`src/core/pib_pkg.sv`:
```
`default_nettype none
package pib_pkg;

    // ------------------------------------------------------------
    // bus and register geometry
    // ------------------------------------------------------------
    localparam int unsigned DATA_W = 8;
    localparam int unsigned ADDR_W = 3;

    localparam logic [ADDR_W-1:0] OFF_ENABLE = 3'h0;
    localparam logic [ADDR_W-1:0] OFF_PENDING = 3'h1;
    localparam logic [ADDR_W-1:0] OFF_CTRL = 3'h2;
    localparam logic [ADDR_W-1:0] OFF_IRQ_STAT = 3'h3;
    localparam logic [ADDR_W-1:0] OFF_IRQ_MASK = 3'h4;

    // ------------------------------------------------------------
    // source bit positions, shared by enable, pending, status, mask
    // ------------------------------------------------------------
    localparam int unsigned BIT_OSC_FAIL = 7;
    localparam int unsigned BIT_CMP_TWO = 6;
    localparam int unsigned BIT_CMP_ONE = 5;
    localparam int unsigned BIT_HOLE_HI = 4;
    localparam int unsigned BIT_SER_COLL = 3;
    localparam int unsigned BIT_USB = 2;
    localparam int unsigned BIT_CLK_TUNE = 1;
    localparam int unsigned BIT_HOLE_LO = 0;

    localparam logic [DATA_W-1:0] SRC_IMPL_MASK = 8'hEE;
    localparam logic [DATA_W-1:0] ENABLE_RST = 8'h00;
    localparam logic [DATA_W-1:0] PENDING_RST = 8'h00;
    localparam logic [DATA_W-1:0] MASK_RST = 8'h00;
    localparam logic [DATA_W-1:0] READ_IDLE = 8'h00;

    // ------------------------------------------------------------
    // control register fields
    // ------------------------------------------------------------
    localparam int unsigned CTRL_GLOBAL_BIT = 7;
    localparam int unsigned CTRL_PERIPH_BIT = 6;
    localparam logic [DATA_W-1:0] CTRL_IMPL_MASK = 8'hC0;
    localparam logic [DATA_W-1:0] CTRL_RST = 8'h00;

    typedef struct packed {
        logic wr;
        logic rd;
        logic [ADDR_W-1:0] addr;
        logic [DATA_W-1:0] wdata;
    } pib_bus_t;

endpackage
`default_nettype wire

```
`src/core/pib_irq_bank.sv`:
```
// How it works
// bit 7 of the enable register lets the oscillator-failure request through when set.
// bit 6 lets the second comparator's request through when set.
// bit 5 lets the first comparator's request through when set.
// bit 3 lets the serial port bus-collision request through when set.
// bit 2 lets the usb request through when set.
// bits 4 and 0 store nothing, read as zero and ignore writes.
// every implemented enable bit is read/write and clears to zero on any reset.
// bit 1 lets the clock tuning request through when set.
// no request leaves on PERIPH_REQ_O or CORE_IRQ_O unless the peripheral master enable is set; IRQ_O does not depend on it.
// a pending flag sets on its source event whatever the enables hold.
// each request is pending and enable, and the requests are or-ed into one.
`timescale 1ns/100ps
`default_nettype none
module pib_irq_bank (
    input wire logic CLOCK_I,
    input wire logic SYS_RST_I,
    input wire logic BUS_WR_I,
    input wire logic BUS_RD_I,
    input wire logic [pib_pkg::ADDR_W-1:0] BUS_ADDR_I,
    input wire logic [pib_pkg::DATA_W-1:0] BUS_WDATA_I,
    output logic [pib_pkg::DATA_W-1:0] BUS_RDATA_O,
    input wire logic [pib_pkg::DATA_W-1:0] SRC_EVENT_I,
    output logic PERIPH_REQ_O,
    output logic CORE_IRQ_O,
    output logic IRQ_O
);
    import pib_pkg::*;

    // ------------------------------------------------------------
    // bus decode
    // ------------------------------------------------------------
    pib_bus_t bus;
    logic [DATA_W-1:0] enable_q;
    logic [DATA_W-1:0] pending_q;
    logic [DATA_W-1:0] ctrl_q;
    logic [DATA_W-1:0] stat_q;
    logic [DATA_W-1:0] mask_q;
    logic [DATA_W-1:0] rdata_q;
    logic [DATA_W-1:0] rdata_d;
    logic [DATA_W-1:0] src_req;
    logic [DATA_W-1:0] src_req_q;
    logic [DATA_W-1:0] src_rise;
    logic periph_en;
    logic global_en;

    assign bus = '{wr: BUS_WR_I, rd: BUS_RD_I, addr: BUS_ADDR_I, wdata: BUS_WDATA_I};

    function automatic logic hit(input pib_bus_t b, input logic [ADDR_W-1:0] off);
        hit = (b.addr == off);
    endfunction

    // ------------------------------------------------------------
    // registers
    // ------------------------------------------------------------
    // enable register: holes at 4 and 0 are masked away inside
    pib_rw_reg #(
        .W(DATA_W),
        .IMPL(SRC_IMPL_MASK),
        .RST(ENABLE_RST)
    ) u_enable (
        .clk_i(CLOCK_I),
        .rst_i(SYS_RST_I),
        .we_i(bus.wr && hit(bus, OFF_ENABLE)),
        .wdata_i(bus.wdata),
        .q_o(enable_q)
    );

    pib_rw_reg #(
        .W(DATA_W),
        .IMPL(CTRL_IMPL_MASK),
        .RST(CTRL_RST)
    ) u_ctrl (
        .clk_i(CLOCK_I),
        .rst_i(SYS_RST_I),
        .we_i(bus.wr && hit(bus, OFF_CTRL)),
        .wdata_i(bus.wdata),
        .q_o(ctrl_q)
    );

    pib_rw_reg #(
        .W(DATA_W),
        .IMPL(SRC_IMPL_MASK),
        .RST(MASK_RST)
    ) u_mask (
        .clk_i(CLOCK_I),
        .rst_i(SYS_RST_I),
        .we_i(bus.wr && hit(bus, OFF_IRQ_MASK)),
        .wdata_i(bus.wdata),
        .q_o(mask_q)
    );

    // pending flags: software may write them; a source event always wins
    pib_sticky_reg #(
        .W(DATA_W),
        .IMPL(SRC_IMPL_MASK),
        .RST(PENDING_RST)
    ) u_pending (
        .clk_i(CLOCK_I),
        .rst_i(SYS_RST_I),
        .set_i(SRC_EVENT_I),
        .we_i(bus.wr && hit(bus, OFF_PENDING)),
        .wdata_i(bus.wdata),
        .rd_clr_i(1'b0),
        .q_o(pending_q)
    );

    // ------------------------------------------------------------
    // request gating
    // ------------------------------------------------------------
    assign periph_en = ctrl_q[CTRL_PERIPH_BIT];
    assign global_en = ctrl_q[CTRL_GLOBAL_BIT];

    always_comb begin
        src_req = '0;
        src_req[BIT_OSC_FAIL] = pending_q[BIT_OSC_FAIL] & enable_q[BIT_OSC_FAIL];
        src_req[BIT_CMP_TWO] = pending_q[BIT_CMP_TWO] & enable_q[BIT_CMP_TWO];
        src_req[BIT_CMP_ONE] = pending_q[BIT_CMP_ONE] & enable_q[BIT_CMP_ONE];
        src_req[BIT_SER_COLL] = pending_q[BIT_SER_COLL] & enable_q[BIT_SER_COLL];
        src_req[BIT_USB] = pending_q[BIT_USB] & enable_q[BIT_USB];
        src_req[BIT_CLK_TUNE] = pending_q[BIT_CLK_TUNE] & enable_q[BIT_CLK_TUNE];
    end

    assign PERIPH_REQ_O = periph_en & (|src_req);
    assign CORE_IRQ_O = global_en & PERIPH_REQ_O;

    // ------------------------------------------------------------
    // event status: a newly active request is latched for software
    // ------------------------------------------------------------
    always_ff @(posedge CLOCK_I) begin
        if (SYS_RST_I) begin
            src_req_q <= '0;
        end else begin
            src_req_q <= src_req;
        end
    end

    assign src_rise = src_req & ~src_req_q;

    // reading the status clears it, but an edge in that cycle survives
    pib_sticky_reg #(
        .W(DATA_W),
        .IMPL(SRC_IMPL_MASK),
        .RST(PENDING_RST)
    ) u_stat (
        .clk_i(CLOCK_I),
        .rst_i(SYS_RST_I),
        .set_i(src_rise),
        .we_i(1'b0),
        .wdata_i(READ_IDLE),
        .rd_clr_i(bus.rd && hit(bus, OFF_IRQ_STAT)),
        .q_o(stat_q)
    );

    assign IRQ_O = |(stat_q & mask_q);

    // ------------------------------------------------------------
    // read path
    // ------------------------------------------------------------
    // data stand for one cycle only, zero otherwise, so a stale value
    // cannot be mistaken for a fresh answer
    always_comb begin
        rdata_d = READ_IDLE;
        if (bus.rd) begin
            unique case (bus.addr)
                OFF_ENABLE: rdata_d = enable_q & SRC_IMPL_MASK;
                OFF_PENDING: rdata_d = pending_q;
                OFF_CTRL: rdata_d = ctrl_q;
                OFF_IRQ_STAT: rdata_d = stat_q;
                OFF_IRQ_MASK: rdata_d = mask_q;
                default: rdata_d = READ_IDLE;
            endcase
        end
    end

    always_ff @(posedge CLOCK_I) begin
        if (SYS_RST_I) begin
            rdata_q <= READ_IDLE;
        end else begin
            rdata_q <= rdata_d;
        end
    end

    assign BUS_RDATA_O = rdata_q;
endmodule
`default_nettype wire

```
`src/core/pib_rw_reg.sv`:
```
`timescale 1ns/100ps
`default_nettype none
module pib_rw_reg #(
    parameter int unsigned W = 8,
    parameter logic [W-1:0] IMPL = '1,
    parameter logic [W-1:0] RST = '0
) (
    input wire logic clk_i,
    input wire logic rst_i,
    input wire logic we_i,
    input wire logic [W-1:0] wdata_i,
    output logic [W-1:0] q_o
);
    logic [W-1:0] q_q;

    // holes never store anything, so they cannot read back as one
    always_ff @(posedge clk_i) begin
        if (rst_i) begin
            q_q <= RST & IMPL;
        end else if (we_i) begin
            q_q <= wdata_i & IMPL;
        end
    end

    assign q_o = q_q;
endmodule
`default_nettype wire

```
`src/core/pib_sticky_reg.sv`:
```
`timescale 1ns/100ps
`default_nettype none
module pib_sticky_reg #(
    parameter int unsigned W = 8,
    parameter logic [W-1:0] IMPL = '1,
    parameter logic [W-1:0] RST = '0
) (
    input wire logic clk_i,
    input wire logic rst_i,
    input wire logic [W-1:0] set_i,
    input wire logic we_i,
    input wire logic [W-1:0] wdata_i,
    input wire logic rd_clr_i,
    output logic [W-1:0] q_o
);
    logic [W-1:0] q_q;
    logic [W-1:0] base_d;
    logic [W-1:0] q_d;

    // a set in the same cycle as a clear is kept: the set is or-ed last
    always_comb begin
        if (we_i) begin
            base_d = wdata_i;
        end else if (rd_clr_i) begin
            base_d = '0;
        end else begin
            base_d = q_q;
        end
        q_d = (base_d | set_i) & IMPL;
    end

    always_ff @(posedge clk_i) begin
        if (rst_i) begin
            q_q <= RST & IMPL;
        end else begin
            q_q <= q_d;
        end
    end

    assign q_o = q_q;
endmodule
`default_nettype wire

```
`config.mk`:
```
export PLATFORM = sky130hd
export DESIGN_NAME = pib_irq_bank
export DESIGN_NICKNAME = d
export VERILOG_FILES = /design/src/core/pib_pkg.sv /design/src/core/pib_irq_bank.sv /design/src/core/pib_rw_reg.sv /design/src/core/pib_sticky_reg.sv
export SDC_FILE = /design/constraint.sdc
export NUM_CORES = 1
export LEC_CHECK = 0
export BUFFER_PORTS_ARGS = -buffer_cell sky130_fd_sc_hd__buf_2
export CAP_MARGIN = 30
export CORE_MARGIN = 8
export CORE_UTILIZATION = 45
export DETAILED_ROUTE_END_ITERATION = 6
export GPL_TIMING_DRIVEN = 0
export MAX_ROUTING_LAYER = met4
export PLACE_DENSITY = 0.67
export SLEW_MARGIN = 20
export SYNTH_ARGS = -nofsm -noshare
export SYNTH_HDL_FRONTEND = slang
export SYNTH_SLANG_ARGS = --single-unit
```
`constraint.sdc`:
```
create_clock -name CLOCK_I -period 2.4 [get_ports CLOCK_I]
set_input_delay 0.6 -clock CLOCK_I [delete_from_list [all_inputs] [get_ports CLOCK_I]]
set_output_delay 0.6 -clock CLOCK_I [all_outputs]
set_load 0.01 [all_outputs]
```
==> out/qor.yml <==
syn_area_sq_mm: 0.001683
rsz0062_at_grt: "false"
drc: 0
portBuffers: 24
num_antenna_cells: 0
cts-root-buf: "clkbuf_8"
finalHoldViolCount: 0
die_width_microns: 77.16
arrival_ps: 1360
drt-initial-drc-count: 107
fin_setup_tns_ps: 0
grt_max_degree: 13
synth_seq_area_share_pct: 45.20
finalSetupViolCount: 0
io_pins: 34
pre_cts_slack_ps: 512.4
endpoint_kind: "primary output"
fin_crit_ps: 1960
multiInputGateArea_sq_um: 824.5
synth_area_per_cell_sq_um: 9.728
rows: 22
post_drt_wl_per_cell_microns: 15.35
grt.overflow.total: 0
clkTransAtPathRegs_ps: 80
finalCritPeriodShare_pct: 81.66
insertion_delay_ps: 280
hold_class: "flop to flop"
cts_resized: 0
ys_warn_count: 0
num-nets-final: 228
grt_usage_pct: 13.76
wl_mm: 3.898
fp.dieH_microns: 77.16
antenna_found_initial: 0
setup_ws_ps: 440.1
cp_max_fo: 4
fillers: 351
startpoint_type: "flop"
cts-buffers-inserted: 5
regArea_sq_um: 760.7
outcome: "finished, final reports clean"
cts_buffer_depth: 2
viasPerCell: 5.335
ant_nets: 0
cts_max_level: 2
irDropWorstVdd_uv: 410.2
crit_required_ps: 1800
finalWeightedCongestion: 0.8070
total_power_w: 0.001222
drive_above_1_share_pct: 26.70
power.leakage_nw: 0.8333
synth_cells: 173
cellPowerDensity_mw_per_mm2: 622.7
initial_utilization_pct: 46.32
cts_hold_buf: 0
synth.distinct_cells: 30
firstDrtPassIters: 4
post_cts_buffers: 0
num_vias: 1355
placed_cells: 246
slew_headroom_pct: 56.55
grt_pass1_vias: 1316
synthToLayoutAreaGrowth_pct: 16.58
synth_seq_cells: 38
place_hpwl_mm: 2.921
path_class: "flop to primary output"
stdcell_count: 254
dieArea_sq_mm: 0.005953
fmax_mhz: 510.2
clock_sinks: 38
cts_tree: "done"
cap_violations: 0
grt_first_pass_wirelength_mm: 6.486
worstMarginPinSlew_ps: 649.0
core_sq_mm: 0.003633
slew_viol_final: 0
fin_skew_ps: 5.011
## synthesized netlist by cell type
cell	number	area, sq um
a21o_1	8	60.06
a21oi_1	14	70.07
a22oi_1	8	60.06
and2_1	1	6.260
and3_1	1	6.260
and3b_1	1	8.760
and4bb_2	1	12.51
buf_2	6	30.03
buf_4	2	15.01
buf_6	2	22.52
clkbuf_1	3	11.26
conb_1	1	3.750
dfxtp_1	38	760.7
inv_1	6	22.52
mux2_2	5	56.30
mux2i_1	22	220.2
nand2_1	6	22.52
nand2b_1	1	6.260
nand3_1	1	5.000
nand3b_1	8	60.06
nand4_1	1	6.260
nor2_1	16	60.06
nor2_2	6	37.54
nor2b_1	2	12.51
nor3_1	6	30.03
nor4b_1	2	17.52
nor4b_4	1	23.77
nor4bb_1	2	20.02
o21ai_0	1	5.000
o32a_1	1	10.01
## placed cells by master, fill, tap and decap left out, drive strengths merged, types with 5 or more instances in the layout
master | synthesis | layout
a21o | 8 | 8
mux2 | 5 | 5
nor2 | 22 | 22
inv | 6 | 6
clkbuf | 3 | 9
a21oi | 14 | 14
nand3b | 8 | 8
nand2 | 6 | 6
mux2i | 22 | 22
dfxtp | 38 | 38
buf | 10 | 34
nor3 | 6 | 6
a22oi | 8 | 8
## state kept, by name, indices dropped and copies added (netlist names)
| signal | flops |
|---|---|
| u_ctrl.q_o | 2 |
| u_mask.q_o | 6 |
| src_req_q | 6 |
| u_stat.q_o | 6 |
| BUS_RDATA_O | 6 |
| u_pending.q_o | 6 |
| u_enable.q_o | 6 |
## cell families after synthesis
group	after synthesis	share of synthesized area (%)
buffers and inverters	19	6.022
and+or+nand+nor	56	19.93
other	1	0.2228
muxes	27	16.43
DFF	38	45.20
AOI/OAI and AO/OA	32	12.19
## routing by layer
metal  wire (microns)  GRT usage (%)  up-vias  share of wire [%]
li1                 -              -      667                  -
met1             1807          16.17      638                 46
met2             1757          21.06       42                 45
met3              274          4.545        8                7.0
met4               57          5.660        0                1.5
met5                0              -        -                  0
## worst max-delay path, cell delays in order, from the launching register on
cell,delay [ps]
dfxtp_1,350
a22oi_1,230
nand4_1,160
and3_1,200
buf_2,130
## final timing paths
check / cells past startpoint / start / endpoint / slack (ps)
worst min-delay path: 1 / u_stat.q_o[2] / u_stat.q_o[2] / 490
worst max register to register: 3 / u_pending.q_o[3] / BUS_RDATA_O[3] / 1380
worst max-delay path: 4 / u_pending.q_o[5] / CORE_IRQ_O / 440
worst min register to register: 1 / u_stat.q_o[2] / u_stat.q_o[2] / 490
## where the power goes
group          switching [W]  internal (W)  leakage (nW)  total, W
Clock               0.000221      0.000231        0.0472  0.000451
Combinational      0.0000616     0.0000493         0.477  0.000111
Sequential         0.0000142      0.000645         0.309  0.000659
## through the flow
step,hold slack [ps],area (sq um),util [%]
2_1_floorplan,444.0,1687,-
3_3_place_gp,466.7,1867,51.38
5_1_grt,519.1,1962,53.99
4_1_cts,490.1,1962,53.99
3_5_place_dp,473.1,1867,51.38
6_report,491.6,1962,53.99
## layout make-up
| cell class | count | share of cell area (%) |
|---|---|---|
| Clock buffer | 6 | 4.209 |
| Buffer | 13 | 4.018 |
| Tap cell | 48 | 3.061 |
| Inverter | 6 | 1.148 |
| Sequential cell | 38 | 38.78 |
| Multi-Input combinational cell | 117 | 42.03 |
| Clock inverter | 2 | 0.6378 |
| Timing Repair Buffer | 24 | 6.122 |
(Power assumes the default switching activity.)
